--- src/include/timer_one_consts.svh ---
// Purpose: Offsets, field positions, reset values and timing for timer one
// Assumes: 8-bit register port, byte offsets as printed
// Notes: Interrupt control offset and its enable bit position are local picks
`ifndef TIMER_ONE_CONSTS_SVH
`define TIMER_ONE_CONSTS_SVH

`define T1_ADDR_COUNT 8'h10
`define T1_ADDR_CONTROL 8'h11
`define T1_ADDR_INTCTL 8'h0B

`define T1_BIT_PRESCALE_LO 0
`define T1_BIT_EDGE 3
`define T1_BIT_ENABLE 4
`define T1_BIT_SOURCE 5
`define T1_BIT_MODE_LO 6
`define T1_BIT_MODE_HI 7

`define T1_BIT_IRQ_ENABLE 3
`define T1_BIT_IRQ_FLAG 6

`define T1_RESET_COUNT 8'h00
`define T1_RESET_PRELOAD 8'h00
`define T1_RESET_CONTROL 8'h00
`define T1_COUNT_TOP 8'hFF
`define T1_READ_ZERO 8'h00

`define T1_CLOCK_HZ 40000000
`define T1_RTC_HZ 32768

`endif

--- src/include/timer_one_pkg.sv ---
// Purpose: Types used by the timer one design only
// Assumes: Used as timer_one_pkg::name, never imported
// Notes: Control fields are laid out in register bit order, msb first
package timer_one_pkg;

  typedef enum logic [1:0] {
    MODE_UNUSED = 2'h0,
    MODE_EVENT = 2'h1,
    MODE_TIMER = 2'h2,
    MODE_PULSE = 2'h3
  } mode_t;

  typedef struct packed {
    mode_t mode;
    logic clock_source_select;
    logic count_enable_bit;
    logic active_edge_select;
    logic [2:0] prescale;
  } control_t;

  typedef struct packed {
    logic [7:0] addr;
    logic [7:0] wdata;
    logic wr;
    logic rd;
  } bus_req_t;

  typedef enum {
    PW_WAIT_START,
    PW_COUNTING
  } pulse_state_t;

endpackage

--- src/logic/timer_one.sv ---
// Purpose: 8-bit up-counting timer/event counter with preload, prescaler and
//          single-shot pulse-width measurement
// Assumes: All inputs synchronous to CLOCK; the 32 kHz clock arrives as a level
//          on RTC_CLK and is edge-detected here
// Notes: Register port has no wait states; read data stands one cycle only
//
// Overview of operation
// - Control bit 5 picks the internal source: 0 system clock, 1 the 32 kHz clock.
// - Control bits 2..0 divide the source by 2 at code 000, doubling to 256.
// - Mode bits 7:6: 01 event count, 10 timer, 11 pulse width, 00 unused.
// - Event mode counts pin edges: falling if edge bit is 1, else rising.
// - Timer mode counts each prescaled tick while counting is enabled.
// - Counter runs up from its contents to FF, then reloads from preload.
// - Each overflow sets the request flag, bit 6 of interrupt control, with reload.
// - Pulse mode, edge bit 1: start on rising, stop on falling; 0 reversed.
// - Pulse mode clears the enable bit itself when the pin returns.
// - After one measurement the result holds; software re-arms via the enable bit.
// - Pulse counting starts on a pin transition, never on the static level.
// - Overflow during a pulse measurement reloads and requests like other modes.
// - Counting only while bit 4 is 1; only software clears it outside pulse mode.
// - Count write while disabled loads both preload and counter.
// - Count write while enabled loads only preload; counter takes it at overflow.
// - Reading the count register returns the live counter contents.
// - Counting is blocked during a count register read.
// - Counter overflow is a wake-up source.
// - Clearing the interrupt enable masks service; the flag still sets.
//
// The address-and-strobe port was chosen for this implementation.
`include "timer_one_consts.svh"

module timer_one #(
  parameter int WIDTH = 8,
  parameter int PRESCALE_BITS = 8
) (
  input wire logic CLOCK,
  input wire logic RST_N,
  input wire logic CE,
  input wire logic [7:0] ADDR,
  input wire logic [7:0] WDATA,
  input wire logic WR,
  input wire logic RD,
  output logic [7:0] RDATA,
  input wire logic TIMER_PIN,
  input wire logic RTC_CLK,
  output logic OVERFLOW_FLAG,
  output logic OVERFLOW_IRQ,
  output logic WAKEUP,
  output logic COUNT_ENABLE
);

  timer_one_pkg::bus_req_t req;
  timer_one_pkg::control_t control_reg;
  timer_one_pkg::control_t control_next;
  timer_one_pkg::pulse_state_t pw_state_reg;
  timer_one_pkg::pulse_state_t pw_state_next;

  logic [WIDTH-1:0] count_reg;
  logic [WIDTH-1:0] count_next;
  logic [WIDTH-1:0] preload_reg;
  logic [PRESCALE_BITS-1:0] div_reg;
  logic [PRESCALE_BITS-1:0] div_mask;
  logic pin_prev_reg;
  logic rtc_prev_reg;
  logic flag_reg;
  logic flag_next;
  logic irq_enable_reg;
  logic irq_enable_next;
  logic [7:0] rdata_reg;
  logic wake_reg;
  logic irq_reg;

  logic pin_rise;
  logic pin_fall;
  logic src_tick;
  logic int_tick;
  logic count_block;
  logic pw_start;
  logic pw_stop;
  logic inc;
  logic overflow;
  logic wr_count;
  logic wr_control;
  logic wr_intctl;

  assign req.addr = ADDR;
  assign req.wdata = WDATA;
  assign req.wr = WR;
  assign req.rd = RD;

  assign wr_count = req.wr && (req.addr == `T1_ADDR_COUNT);
  assign wr_control = req.wr && (req.addr == `T1_ADDR_CONTROL);
  assign wr_intctl = req.wr && (req.addr == `T1_ADDR_INTCTL);

  // Edge detection on the timer pin and the 32 kHz clock level
  assign pin_rise = TIMER_PIN && !pin_prev_reg;
  assign pin_fall = !TIMER_PIN && pin_prev_reg;

  always_ff @(posedge CLOCK) begin
    if (!RST_N) begin
      pin_prev_reg <= 1'b0;
      rtc_prev_reg <= 1'b0;
    end else if (CE) begin
      pin_prev_reg <= TIMER_PIN;
      rtc_prev_reg <= RTC_CLK;
    end
  end

  // Source tick: every enabled cycle, or one per rising edge of the 32 kHz clock
  always_comb begin
    if (control_reg.clock_source_select) begin
      src_tick = RTC_CLK && !rtc_prev_reg;
    end else begin
      src_tick = 1'b1;
    end
  end

  // Divide by 2^(code+1): tick when the low code+1 divider bits are all ones
  genvar gi;
  generate
    for (gi = 0; gi < PRESCALE_BITS; gi++) begin : g_mask
      assign div_mask[gi] = (gi <= int'(control_reg.prescale));
    end
  endgenerate

  assign int_tick = src_tick && ((div_reg & div_mask) == div_mask);

  // Free-running so a change of prescale code takes effect without a restart
  always_ff @(posedge CLOCK) begin
    if (!RST_N) begin
      div_reg <= '0;
    end else if (CE && src_tick) begin
      div_reg <= div_reg + PRESCALE_BITS'(1);
    end
  end

  // Reading the count freezes it for that cycle; the lost tick is not replayed
  assign count_block = req.rd && (req.addr == `T1_ADDR_COUNT);

  assign pw_start = control_reg.active_edge_select ? pin_rise : pin_fall;
  assign pw_stop = control_reg.active_edge_select ? pin_fall : pin_rise;

  // Increment decision per mode
  always_comb begin
    inc = 1'b0;
    if (control_reg.count_enable_bit && !count_block) begin
      unique case (control_reg.mode)
        timer_one_pkg::MODE_EVENT: begin
          inc = control_reg.active_edge_select ? pin_fall : pin_rise;
        end
        timer_one_pkg::MODE_TIMER: begin
          inc = int_tick;
        end
        timer_one_pkg::MODE_PULSE: begin
          inc = (pw_state_reg == timer_one_pkg::PW_COUNTING) && int_tick;
        end
        timer_one_pkg::MODE_UNUSED: begin
          inc = 1'b0;
        end
      endcase
    end
  end

  assign overflow = inc && (count_reg == `T1_COUNT_TOP);

  // Pulse-width measurement sequencer
  always_comb begin
    pw_state_next = pw_state_reg;
    if (control_reg.mode != timer_one_pkg::MODE_PULSE || !control_reg.count_enable_bit) begin
      // Disarmed: later edges are ignored until software sets enable again
      pw_state_next = timer_one_pkg::PW_WAIT_START;
    end else begin
      unique case (pw_state_reg)
        timer_one_pkg::PW_WAIT_START: begin
          if (pw_start) begin
            pw_state_next = timer_one_pkg::PW_COUNTING;
          end
        end
        timer_one_pkg::PW_COUNTING: begin
          if (pw_stop) begin
            pw_state_next = timer_one_pkg::PW_WAIT_START;
          end
        end
      endcase
    end
  end

  always_ff @(posedge CLOCK) begin
    if (!RST_N) begin
      pw_state_reg <= timer_one_pkg::PW_WAIT_START;
    end else if (CE) begin
      pw_state_reg <= pw_state_next;
    end
  end

  // Control register; hardware clears enable only at the end of a measurement
  always_comb begin
    control_next = control_reg;
    if (wr_control) begin
      control_next = timer_one_pkg::control_t'(req.wdata);
    end
    if (control_reg.mode == timer_one_pkg::MODE_PULSE && control_reg.count_enable_bit
        && pw_state_reg == timer_one_pkg::PW_COUNTING && pw_stop && !wr_control) begin
      control_next.count_enable_bit = 1'b0;
    end
  end

  always_ff @(posedge CLOCK) begin
    if (!RST_N) begin
      control_reg <= timer_one_pkg::control_t'(`T1_RESET_CONTROL);
    end else if (CE) begin
      control_reg <= control_next;
    end
  end

  // Preload is rewritten on every count write
  always_ff @(posedge CLOCK) begin
    if (!RST_N) begin
      preload_reg <= WIDTH'(`T1_RESET_PRELOAD);
    end else if (CE && wr_count) begin
      preload_reg <= WIDTH'(req.wdata);
    end
  end

  // Counter: direct load only while stopped, otherwise runs and reloads at overflow
  always_comb begin
    count_next = count_reg;
    if (overflow) begin
      count_next = preload_reg;
    end else if (inc) begin
      count_next = count_reg + WIDTH'(1);
    end
    if (wr_count && !control_reg.count_enable_bit) begin
      count_next = WIDTH'(req.wdata);
    end
  end

  always_ff @(posedge CLOCK) begin
    if (!RST_N) begin
      count_reg <= WIDTH'(`T1_RESET_COUNT);
    end else if (CE) begin
      count_reg <= count_next;
    end
  end

  // Interrupt control: overflow set wins over a software clear in the same cycle
  always_comb begin
    flag_next = flag_reg;
    irq_enable_next = irq_enable_reg;
    if (wr_intctl) begin
      flag_next = req.wdata[`T1_BIT_IRQ_FLAG];
      irq_enable_next = req.wdata[`T1_BIT_IRQ_ENABLE];
    end
    if (overflow) begin
      flag_next = 1'b1;
    end
  end

  always_ff @(posedge CLOCK) begin
    if (!RST_N) begin
      flag_reg <= 1'b0;
      irq_enable_reg <= 1'b0;
    end else if (CE) begin
      flag_reg <= flag_next;
      irq_enable_reg <= irq_enable_next;
    end
  end

  // Registered copies so every output leaves from a flip-flop
  always_ff @(posedge CLOCK) begin
    if (!RST_N) begin
      irq_reg <= 1'b0;
      wake_reg <= 1'b0;
    end else if (CE) begin
      irq_reg <= flag_next && irq_enable_next;
      wake_reg <= overflow;
    end
  end

  // Read port: data only in the cycle after the strobe, zero otherwise
  always_ff @(posedge CLOCK) begin
    if (!RST_N) begin
      rdata_reg <= `T1_READ_ZERO;
    end else if (CE) begin
      rdata_reg <= `T1_READ_ZERO;
      if (req.rd) begin
        unique case (req.addr)
          `T1_ADDR_COUNT: begin
            rdata_reg <= 8'(count_reg);
          end
          `T1_ADDR_CONTROL: begin
            rdata_reg <= 8'(control_reg);
          end
          `T1_ADDR_INTCTL: begin
            rdata_reg <= `T1_READ_ZERO;
            rdata_reg[`T1_BIT_IRQ_FLAG] <= flag_reg;
            rdata_reg[`T1_BIT_IRQ_ENABLE] <= irq_enable_reg;
          end
          default: begin
            rdata_reg <= `T1_READ_ZERO;
          end
        endcase
      end
    end
  end

  assign RDATA = rdata_reg;
  assign OVERFLOW_FLAG = flag_reg;
  assign OVERFLOW_IRQ = irq_reg;
  assign WAKEUP = wake_reg;
  assign COUNT_ENABLE = control_reg.count_enable_bit;

endmodule

--- config.mk ---
export PLATFORM = sky130hd
export DESIGN_NAME = timer_one
export DESIGN_NICKNAME = d
export VERILOG_FILES = /design/src/include/timer_one_pkg.sv /design/src/logic/timer_one.sv
export VERILOG_INCLUDE_DIRS = /design/src /design/src/include
export SDC_FILE = /design/constraint.sdc
export NUM_CORES = 1
export LEC_CHECK = 0
export ABC_AREA = 1
export CELL_PAD_IN_SITES_DETAIL_PLACEMENT = 1
export CELL_PAD_IN_SITES_GLOBAL_PLACEMENT = 1
export CORE_ASPECT_RATIO = 0.6
export CORE_MARGIN = 4
export CORE_UTILIZATION = 45
export CTS_CLUSTER_DIAMETER = 120
export DETAILED_ROUTE_END_ITERATION = 6
export DONT_BUFFER_PORTS = 1
export PLACE_DENSITY = 0.85
export SYNTH_ARGS = -nofsm -noshare
export SYNTH_HDL_FRONTEND = slang
export SYNTH_SLANG_ARGS = --single-unit
--- constraint.sdc ---
create_clock -name CLOCK -period 2.1 [get_ports CLOCK]
set_clock_uncertainty 0.2 [all_clocks]
set_input_delay 0.525 -clock CLOCK [delete_from_list [all_inputs] [get_ports CLOCK]]
set_output_delay 0.525 -clock CLOCK [all_outputs]
set_load 0.01 [all_outputs]
==> out/metrics.csv, run 1 <==
stage,metric,value,unit
clock_tree,cts.clk_slew.worst_paths,0.09,ns
power_and_ir_drop,comb_power_share,4.6,%
cells_and_area,stdcell_area,2780,sq um
worst_setup_path,cp-endpoint,count_reg[0]$_SDFFE_PN0P_,
yosys,synth_top_cell_by_area,dfxtp_1,
power_and_ir_drop,power.density,612,nW/um^2
detailed_routing,drt_iter0_markers,221,
power_and_ir_drop,p_leak,1.05,nW
sta,max_freq,485,MHz
detailed_routing,wirelength,8190,um
yosys,synth_area_leaders,"dfxtp_1 (38%), nand2_1 (13%), a21oi_1 (9.8%)",
clock_tree,cts.htree.levels,2,
yosys,syn_area,2510,sq um
status,status,completed,
cells_and_area,nFillCells,709,
placement,portBuffers,0,
placement,pre_cts_ws,0.00748,ns
yosys,ys_async_sr_fraction,0,%
worst_setup_path,cp_slowest_stage_delay,0.39,ns
cells_and_area,syn_to_final_growth,10.9,%
die,die_area,6870,sq um
sta,hold_viol_final,0,
clock_tree,cts_buffer_depth,2,
worst_setup_path,cp.arrival,2.11,ns
worst_setup_path,worstPathRequired,2.15,ns
die,core-area,5230,sq um
clock_tree,numCtsBuffers,5,
yosys,synth_fp_nets,393,
die,die_height,65.8,um
placement,dp_hpwl,5820,um
sta,worst_hold_slack,0.111,ns
worst_setup_path,path_max_fanout,5,
yosys,yosysTopAreaCellShare,37.5,%
clock_tree,cts_tree,done,
cells_and_area,nets,400,
detailed_routing,viasPerCell,5.65,
clock_tree,clock_latency,0.32,ns
global_routing,grt_pass1_vias,2444,
sta,fin_ws,0.0400,ns
cells_and_area,final_cells,442,
hold_path,min_path_type,in2reg,
sta,fin_crit_sh,98.1,%
die,ios,35,
detailed_routing,firstDrtPassIters,4,
yosys,synth_cell_type_count,38,
yosys,avgSynthCellArea,6.82,sq um
die,rows,20,
worst_setup_path,timing.critical_path.cells,ha_4 -> nand3_2 -> nor2_2 -> nand2_2 -> nor3_4 -> buf_6 -> nand4_1 -> nand3_1 -> nand2_1 -> a21oi_1,
worst_setup_path,cp_num_cells,10,
worst_setup_path,cp-startpoint,count_reg[1]$_SDFFE_PN0P_,
worst_setup_path,r2r_setup_slack,0.04,ns
sta,timing.final.max_slew_violations,0,
power_and_ir_drop,power.switching,0.393,mW
worst_setup_path,cp-end-kind,flip-flop,
sta,min_period,2.06,ns
worst_setup_path,critPathBufInv,1,
yosys,ys_ff_latch,47,
detailed_routing,avgRoutedWirePerCell,18.5,um
die,dieWidth,104,um
clock_tree,clock-root-buffer,clkbuf_8,
worst_setup_path,cpMaxStageDelayCell,dfxtp_1,
placement,postPlaceCellArea,2610,sq um
power_and_ir_drop,power.total,1.70,mW
cells_and_area,antenna_cells,0,
power_and_ir_drop,swShare,23.1,%
worst_setup_path,rr_endpoint,count_reg[0]$_SDFFE_PN0P_,
worst_setup_path,critical_path.top_delay_family,simple AND/OR/NAND/NOR gates,
yosys,yosysWarningCount,0,
global_routing,grt_usage,23.4,%
placement,gp_congestion,0.869,
power_and_ir_drop,ir_drop,0.292,mV
global_routing,grt_pass1_wl,12600,um
power_and_ir_drop,p_clk_share,42.1,%
sta,tns,0,ns
yosys,ys_seq_area_share,37.5,%
sta,worst_pin_slew,0.418,ns
yosys,ys.flop_type,dfxtp_1,
sta,maxSlewHeadroom,72.1,%
yosys,synth_enable_flop_cells,0,
sta,setup_viol,0,
yosys,synthCells,368,
worst_setup_path,criticalPathCategory,reg2reg,
global_routing,overflow,0,
cells_and_area,drive_gt1_share,12.8,%
power_and_ir_drop,sequentialPowerShare,53.3,%
job,cap_viol_max_count,0,
cells_and_area,finish.utilization,53.2,%
detailed_routing,ant_nets,0,
power_and_ir_drop,p_int,1.31,mW
worst_setup_path,timing.rr.start,count_reg[1]$_SDFFE_PN0P_,
worst_setup_path,reg2reg_depth,10,
detailed_routing,drc,0,
detailed_routing,vias,2497,
global_routing,grt_max_degree,32,
global_routing,antenna_found_initial,0,
clock_tree,numClockSinks,47,
placement,place_inst,433,
die,start_util,48.0,%
worst_setup_path,start_kind,flip-flop,
[layout make-up]
class	count	area, sq um	share of cell area, %
clock buffers	6	82.6	2.97
well taps	66	82.6	2.97
repair buffers	9	71.3	2.56
flip-flops and latches	47	943	33.9
multi-input cells	259	1370	49.2
clock inverters	2	35.0	1.26
inverters	53	199	7.15
[cell usage after synthesis (2+ instances only)]
| cell type | instances |
|---|---|
| nor4_1 | 2 |
| nand3_2 | 2 |
| xor2_1 | 5 |
| nor3_1 | 5 |
| inv_2 | 4 |
| clkinv_1 | 2 |
| nor2_1 | 25 |
| dfxtp_1 | 47 |
| nand3_1 | 21 |
| o21ai_0 | 25 |
| inv_1 | 47 |
| o21ai_1 | 3 |
| ha_1 | 2 |
| clkbuf_1 | 4 |
| o22ai_1 | 7 |
| nand2_2 | 4 |
| nor3_4 | 2 |
| nor2_2 | 3 |
| nand4_1 | 4 |
| buf_2 | 4 |
| nand2_1 | 85 |
| a21oi_1 | 49 |
[layout by cell type, fill, tap and decap left out, types with 2 or more instances in the layout]
cell	count
dfxtp_2	2
nand3_1	21
nor3_4	2
a21oi_1	49
nor3_1	4
nor4_1	2
inv_1	45
o21ai_0	25
nor2_4	2
buf_4	8
inv_2	6
dfxtp_1	45
nor2_2	3
nand2_2	6
o21ai_1	3
xor2_1	5
nor3_2	2
nand2_1	83
nand4_1	4
o22ai_1	7
nor2_1	24
clkbuf_8	6
clkinv_1	2
[worst reg2reg max path, stage by stage (launching register included)]
cell and delay (ns):
dfxtp_1 0.39, ha_4 0.16, nand3_2 0.11, nor2_2 0.13
nand2_2 0.10, nor3_4 0.28, buf_6 0.17, nand4_1 0.13
nand3_1 0.13, nand2_1 0.07, a21oi_1 0.12
[worst min path at each step]
stage | endpoint | slack, ns | cells after the start | start
after floorplan | rtc_prev_reg$_SDFFE_PN0P_ | 0.23 | 2 | rtc_prev_reg$_SDFFE_PN0P_
after global placement | preload_reg[4]$_SDFFE_PN0P_ | 0.24 | 2 | preload_reg[4]$_SDFFE_PN0P_
after detailed placement | preload_reg[6]$_SDFFE_PN0P_ | 0.25 | 2 | preload_reg[6]$_SDFFE_PN0P_
after CTS | WAKEUP$_SDFFE_PN0P_ | 0.10 | 1 | CE
after global routing | WAKEUP$_SDFFE_PN0P_ | 0.1 | 1 | CE
final | WAKEUP$_SDFFE_PN0P_ | 0.11 | 1 | CE
[power by group through the flow]
stage | Combinational, mW | Clock (mW) | Sequential [mW]
finish | 0.0782 | 0.717 | 0.908
CTS | 0.0760 | 0.725 | 0.908
global route | 0.0882 | 0.764 | 0.910
floorplan | 0.0658 | 0 | 0.927
detailed placement | 0.0756 | 0 | 0.929
global placement | 0.0717 | 0 | 0.929
[timing repair]
item,4_1_cts,5_1_grt
endpoints found under the setup margin,0,10
hold buffers,0,0
gates resized for setup,0,14
buffers inserted,0,1
[kinds of logic after synthesis]
logic type | share of synthesized area [%]
simple gates | 29.4
xor+xnor | 2.09
buf+inv | 9.78
fa+ha+maj | 0.997
flops | 37.5
compound gates | 20.2
[routing by layer]
metal	share of wire, %	global-route usage, %	vias up
met5	0	0	-
met4	1.5	6.47	0
met3	8.0	6.73	19
met2	44	37.9	80
met1	46	30.6	1180
li1	-	-	1218
Note: power is estimated with default switching activity, not from simulation.
==> run 2, diff against run 1 <==
clock period = 2.2 ns   (was 2.1 ns; I/O delays follow)
==> run 2 against run 1 <==
Against the previous run:
- register-to-register slack gained 0.15 ns
- count of clock-buffer cells in the layout did not move
- sequential share of layout area grew 0.75 points
- worst hold slack better by 0.034 ns
- largest power group unchanged
- critical endpoint is now count_reg[7]$_SDFFE_PN0P_
- worst setup slack better by 0.15 ns
- critical path depth is the same
- cell count shrank 0.68%
==> out/metrics.csv, run 2 (synthesis results as in run 1) <==
stage,metric,value,unit,change
power_and_ir_drop,power.density,589,nW/um^2,was 612 nW/um^2
placement,portBuffers,0,,unchanged
die,die_height,65.8,um,unchanged
die,core-area,5230,sq um,unchanged
sta,maxSlewHeadroom,68.1,%,was 72.1%
worst_setup_path,path_max_fanout,5,,unchanged
global_routing,grt_usage,22.5,%,was 23.4%
cells_and_area,final_cells,439,,was 442
detailed_routing,wirelength,7420,um,was 8190 um
worst_setup_path,reg2reg_depth,10,,unchanged
sta,tns,0,ns,unchanged
global_routing,use_met1,29.3,%,was 30.6%
clock_tree,cts_hold_buf,0,,unchanged
sta,min_period,2.01,ns,was 2.06 ns
clock_tree,cts_tree,done,,unchanged
clock_tree,numClockSinks,47,,unchanged
global_routing,grt_pass1_vias,2480,,was 2444
die,start_util,48.0,%,unchanged
cells_and_area,syn_to_final_growth,8.23,%,was 10.9%
global_routing,use_met3,7.51,%,was 6.73%
detailed_routing,drc,0,,unchanged
hold_path,min_path_type,in2reg,,unchanged
sta,worst_pin_slew,0.472,ns,was 0.418 ns
clock_tree,cts.clk_slew.worst_paths,0.09,ns,about the same
cells_and_area,final_cell_mix,"nand2_1 (85), a21oi_1 (49), dfxtp_1 (47), inv_1 (47)",,"was nand2_1 (83), a21oi_1 (49), dfxtp_1 (45), inv_1 (45), o21ai_0 (25)"
sta,timing.final.max_slew_violations,0,,unchanged
placement,dp_hpwl,5850,um,was 5820 um
sta,max_freq,497,MHz,was 485 MHz
cells_and_area,antenna_cells,0,,unchanged
sta,fin_crit_sh,91.4,%,was 98.1%
clock_tree,clock-root-buffer,clkbuf_8,,unchanged
global_routing,overflow,0,,unchanged
detailed_routing,avgRoutedWirePerCell,16.9,um,was 18.5 um
sta,setup_viol,0,,unchanged
cells_and_area,nets,397,,was 400
detailed_routing,drt_iter0_markers,148,,was 221
placement,gp_congestion,0.874,,was 0.869
clock_tree,cts_buffer_depth,2,,unchanged
sta,hold_viol_final,0,,unchanged
global_routing,busiest_layer,met2,,unchanged
hold_path,worstHoldPathCells,1,,unchanged
die,dieWidth,104,um,unchanged
job,cap_viol_max_count,0,,unchanged
global_routing,use_met2,36.7,%,was 37.9%
worst_setup_path,start_kind,flip-flop,,unchanged
worst_setup_path,cp-startpoint,count_reg[0]$_SDFFE_PN0P_,,was count_reg[1]$_SDFFE_PN0P_
power_and_ir_drop,ir_drop,0.278,mV,was 0.292 mV
worst_setup_path,timing.rr.start,count_reg[0]$_SDFFE_PN0P_,,was count_reg[1]$_SDFFE_PN0P_
global_routing,antenna_found_initial,0,,unchanged
detailed_routing,viasPerCell,5.48,,was 5.65
cells_and_area,final_common_cell,nand2_1,,unchanged
hold_path,min_from,CE,,unchanged
worst_setup_path,cp.arrival,2.04,ns,was 2.11 ns
cells_and_area,drive_gt1_share,9.65,%,was 12.8%
worst_setup_path,criticalPathCategory,reg2reg,,unchanged
worst_setup_path,cp-end-kind,flip-flop,,unchanged
power_and_ir_drop,p_leak,1.04,nW,was 1.05 nW
sta,grt_setup_unrepaired,false,,
placement,place_inst,431,,was 433
power_and_ir_drop,power.total,1.60,mW,was 1.70 mW
worst_setup_path,worstPathRequired,2.23,ns,was 2.15 ns
die,ios,35,,unchanged
global_routing,grt_pass1_wl,12300,um,was 12600 um
clock_tree,cts.htree.levels,2,,unchanged
die,rows,20,,unchanged
clock_tree,numCtsBuffers,5,,unchanged
detailed_routing,firstDrtPassIters,4,,unchanged
die,die_area,6870,sq um,unchanged
detailed_routing,ant_nets,0,,unchanged
global_routing,grt_max_degree,32,,unchanged
sta,worst_hold_slack,0.145,ns,was 0.111 ns
clock_tree,clock_latency,0.30,ns,was 0.32 ns
status,status,completed,,unchanged
detailed_routing,vias,2406,,was 2497
[run 2: area by class of cell]
cell class                      instances  area (sq um)
Clock buffer                            6          82.6
Clock inverter                          2          35.0
Fill cell                             714          2510
Inverter                               53           199
Multi-Input combinational cell        259          1330
Sequential cell                        47           941
Tap cell                               66          82.6
Timing Repair Buffer                    6          45.0
[run 2: worst max-delay path, stage by stage, from the launching register on]
cell and delay, ns:
dfxtp_1 0.37, ha_1 0.22, nand3_2 0.12, nor2_1 0.10, nand2_1 0.11, nor3_4 0.20
buf_4 0.19, nand4_1 0.12, nand3_1 0.11, nand2_1 0.05, a21oi_1 0.14
[run 2: where the power goes]
part	switching (mW)	internal [mW]
sequential	0.00722	0.860
clock	0.290	0.368
combinational	0.0501	0.0231
total	0.348	1.25
[run 2: metrics by stage]
step	util, %	setup slack, ns	cell area [sq um]
2_1_floorplan	-	0.280	2510
3_3_place_gp	49.5	0.0981	2590
3_5_place_dp	49.5	0.0713	2590
4_1_cts	51.8	0.152	2710
5_1_grt	51.9	0.0188	2720
6_report	51.9	0.189	2720
[run 2: per-layer routing]
layer | share of wire [%] | vias to the layer above
met5 | 0 | -
met4 | 0.84 | 0
met3 | 8.1 | 6
met2 | 45 | 60
met1 | 46 | 1121
li1 | - | 1219
[run 2: what timing repair did]
| item | 4_1_cts | 5_1_grt |
|---|---|---|
| buffers inserted | 0 | 0 |
| resized for setup | 0 | 1 |
| setup endpoints to repair | 0 | 5 |
[run 2: final timing paths]
| kind | end | slack (ns) |
|---|---|---|
| max | count_reg[7]$_SDFFE_PN0P_ | 0.19 |
| min | WAKEUP$_SDFFE_PN0P_ | 0.14 |
| max reg2reg | count_reg[7]$_SDFFE_PN0P_ | 0.19 |
| min reg2reg | preload_reg[6]$_SDFFE_PN0P_ | 0.26 |
==> run 3, diff against run 2 <==
CORE_ASPECT_RATIO = default   (was 0.6)
==> run 3 against run 2 <==
Against the previous run:
- clock power decreased by 2%
- global-route usage increased by 0.22 points
- wire length decreased by 3.1%
- via count increased by 2.4%
- count of clock-buffer cells in the layout decreased by 1
==> out/metrics.csv, run 3 (synthesis results as in run 1) <==
stage,metric,value,unit,change
worst_setup_path,rr_endpoint,count_reg[7]$_SDFFE_PN0P_,,unchanged
die,dieWidth,82.7,um,was 104 um
clock_tree,ctsResizeCount,0,,unchanged
clock_tree,cts_buffer_depth,2,,unchanged
cells_and_area,nets,398,,was 397
clock_tree,post_cts_buffers,0,,unchanged
worst_setup_path,path_max_fanout,5,,unchanged
die,die_area,6830,sq um,was 6870 sq um
status,status,completed,,unchanged
clock_tree,clock-root-buffer,clkbuf_8,,unchanged
power_and_ir_drop,sequentialPowerShare,54.9,%,was 54.2%
power_and_ir_drop,power.total,1.58,mW,was 1.60 mW
worst_setup_path,cpMaxStageDelayCell,dfxtp_1,,unchanged
global_routing,overflow,0,,unchanged
worst_setup_path,cp-end-kind,flip-flop,,unchanged
worst_setup_path,timing.critical_path.cells,ha_1 -> nand3_2 -> nor2_1 -> nand2_1 -> nor3_4 -> buf_4 -> nand4_1 -> nand3_1 -> nand2_1 -> a21oi_1,,unchanged
clock_tree,numCtsBuffers,5,,unchanged
clock_tree,cts_hold_buf,0,,unchanged
power_and_ir_drop,p_int,1.22,mW,was 1.25 mW
sta,fin_crit_sh,90.4,%,was 91.4%
cells_and_area,syn_to_final_growth,8.53,%,was 8.23%
power_and_ir_drop,ir_drop,0.285,mV,was 0.278 mV
worst_setup_path,critical_path.top_delay_family,simple AND/OR/NAND/NOR gates,,unchanged
detailed_routing,avgRoutedWirePerCell,16.2,um,was 16.9 um
detailed_routing,vias,2464,,was 2406
sta,hold_viol_final,0,,unchanged
placement,portBuffers,0,,unchanged
job,cap_viol_max_count,0,,unchanged
detailed_routing,drt_iter0_markers,107,,was 148
worst_setup_path,start_kind,flip-flop,,unchanged
sta,worst_pin_slew,0.548,ns,was 0.472 ns
power_and_ir_drop,power.density,580,nW/um^2,was 589 nW/um^2
die,ios,35,,unchanged
power_and_ir_drop,p_leak,1.04,nW,about the same
sta,tns,0,ns,unchanged
worst_setup_path,cp_slowest_stage_delay,0.37,ns,about the same
power_and_ir_drop,comb_power_share,4.5,%,was 4.6%
cells_and_area,drive_gt1_share,9.89,%,was 9.65%
worst_setup_path,cp.arrival,2.01,ns,was 2.04 ns
worst_setup_path,timing.rr.start,count_reg[0]$_SDFFE_PN0P_,,unchanged
clock_tree,numClockSinks,47,,unchanged
worst_setup_path,reg2reg_depth,10,,unchanged
die,core-area,5270,sq um,was 5230 sq um
placement,gp_congestion,0.875,,was 0.874
sta,setup_viol,0,,unchanged
detailed_routing,firstDrtPassIters,4,,unchanged
worst_setup_path,cp_num_cells,10,,unchanged
worst_setup_path,criticalPathCategory,reg2reg,,unchanged
global_routing,grt_usage,22.7,%,was 22.5%
worst_setup_path,cp-endpoint,count_reg[7]$_SDFFE_PN0P_,,unchanged
global_routing,grt_max_degree,32,,unchanged
worst_setup_path,r2r_setup_slack,0.21,ns,was 0.19 ns
sta,min_period,1.99,ns,was 2.01 ns
die,die_height,82.7,um,was 65.8 um
sta,max_freq,503,MHz,was 497 MHz
hold_path,min_path_type,in2reg,,unchanged
power_and_ir_drop,power.switching,0.360,mW,was 0.348 mW
detailed_routing,wirelength,7190,um,was 7420 um
global_routing,grt_pass1_wl,11800,um,was 12300 um
global_routing,grt_pass1_vias,2494,,was 2480
sta,grt_setup_unrepaired,false,,unchanged
worst_setup_path,worstPathRequired,2.22,ns,was 2.23 ns
detailed_routing,drc,0,,unchanged
sta,maxSlewHeadroom,63.2,%,was 68.1%
clock_tree,cts.clk_slew.worst_paths,0.09,ns,about the same
global_routing,antenna_found_initial,0,,unchanged
placement,dp_hpwl,5490,um,was 5850 um
die,start_util,47.6,%,was 48.0%
cells_and_area,final_common_cell,nand2_1,,unchanged
cells_and_area,final_cell_mix,"nand2_1 (85), a21oi_1 (49), dfxtp_1 (47), inv_1 (47)",,unchanged
cells_and_area,antenna_cells,0,,unchanged
worst_setup_path,critPathBufInv,1,,unchanged
worst_setup_path,cp-startpoint,count_reg[0]$_SDFFE_PN0P_,,unchanged
worst_setup_path,path_common_cell,nand2_1,,unchanged
power_and_ir_drop,swShare,22.8,%,was 21.7%
die,rows,26,,was 20
clock_tree,cts.htree.levels,2,,unchanged
sta,timing.final.max_slew_violations,0,,unchanged
power_and_ir_drop,p_clk_share,40.7,%,was 41.2%
detailed_routing,ant_nets,0,,unchanged
clock_tree,clock_latency,0.30,ns,about the same
clock_tree,cts_tree,done,,unchanged
detailed_routing,viasPerCell,5.55,,was 5.48
==> run 3: cell count changes in the layout (fill, tap and decap cells not counted) <==
cell / previous run / this run
buf_4: 6 / 7
clkbuf_8: 6 / 5
clkinv_4: 0 / 1
==> run 3: area by class of cell <==
class                   instances  area, sq um
clock buffers                   5         68.8
clock inverters                 3         43.8
fillers                       705         2550
inverters                      53          199
multi-input cells             259         1330
flip-flops and latches         47          941
well taps                      70         87.6
repair buffers                  7         52.6
==> run 3: worst min-delay path by stage <==
stage          slack [ns]  cells after the start                        start                     endpoint
6_report             0.14                      1                           CE          WAKEUP$_SDFFE_PN0P_
5_1_grt              0.12                      1                           CE          WAKEUP$_SDFFE_PN0P_
4_1_cts              0.12                      1                           CE          WAKEUP$_SDFFE_PN0P_
3_5_place_dp         0.25                      2  preload_reg[6]$_SDFFE_PN0P_  preload_reg[6]$_SDFFE_PN0P_
3_3_place_gp         0.24                      2  preload_reg[6]$_SDFFE_PN0P_  preload_reg[6]$_SDFFE_PN0P_
2_1_floorplan        0.23                      2    rtc_prev_reg$_SDFFE_PN0P_    rtc_prev_reg$_SDFFE_PN0P_
==> run 3: stage by stage <==
| stage | setup WS [ns] | cells | area, sq um | util [%] | hold slack (ns) |
|---|---|---|---|---|---|
| after floorplan | 0.280 | 368 | 2510 | - | 0.229 |
| after global placement | 0.124 | 436 | 2600 | 49.4 | 0.244 |
| after detailed placement | 0.0584 | 436 | 2600 | 49.4 | 0.251 |
| after CTS | 0.147 | 444 | 2720 | 51.5 | 0.124 |
| after global routing | 0.0376 | 444 | 2720 | 51.7 | 0.123 |
| final | 0.211 | 444 | 2720 | 51.7 | 0.135 |
==> run 3: layer usage <==
metal	share of wire, %	global-route usage, %
met5	0	0
met1	45	27.9
met3	4.7	5.64
met4	1.6	6.70
met2	49	39.0
==> run 3: power by group through the flow <==
stage	Combinational [mW]	Sequential [mW]	Clock, mW
2_1_floorplan	0.0628	0.885	0
3_3_place_gp	0.0662	0.887	0
3_5_place_dp	0.0705	0.888	0
4_1_cts	0.0713	0.868	0.656
5_1_grt	0.0824	0.869	0.689
6_report	0.0709	0.867	0.642
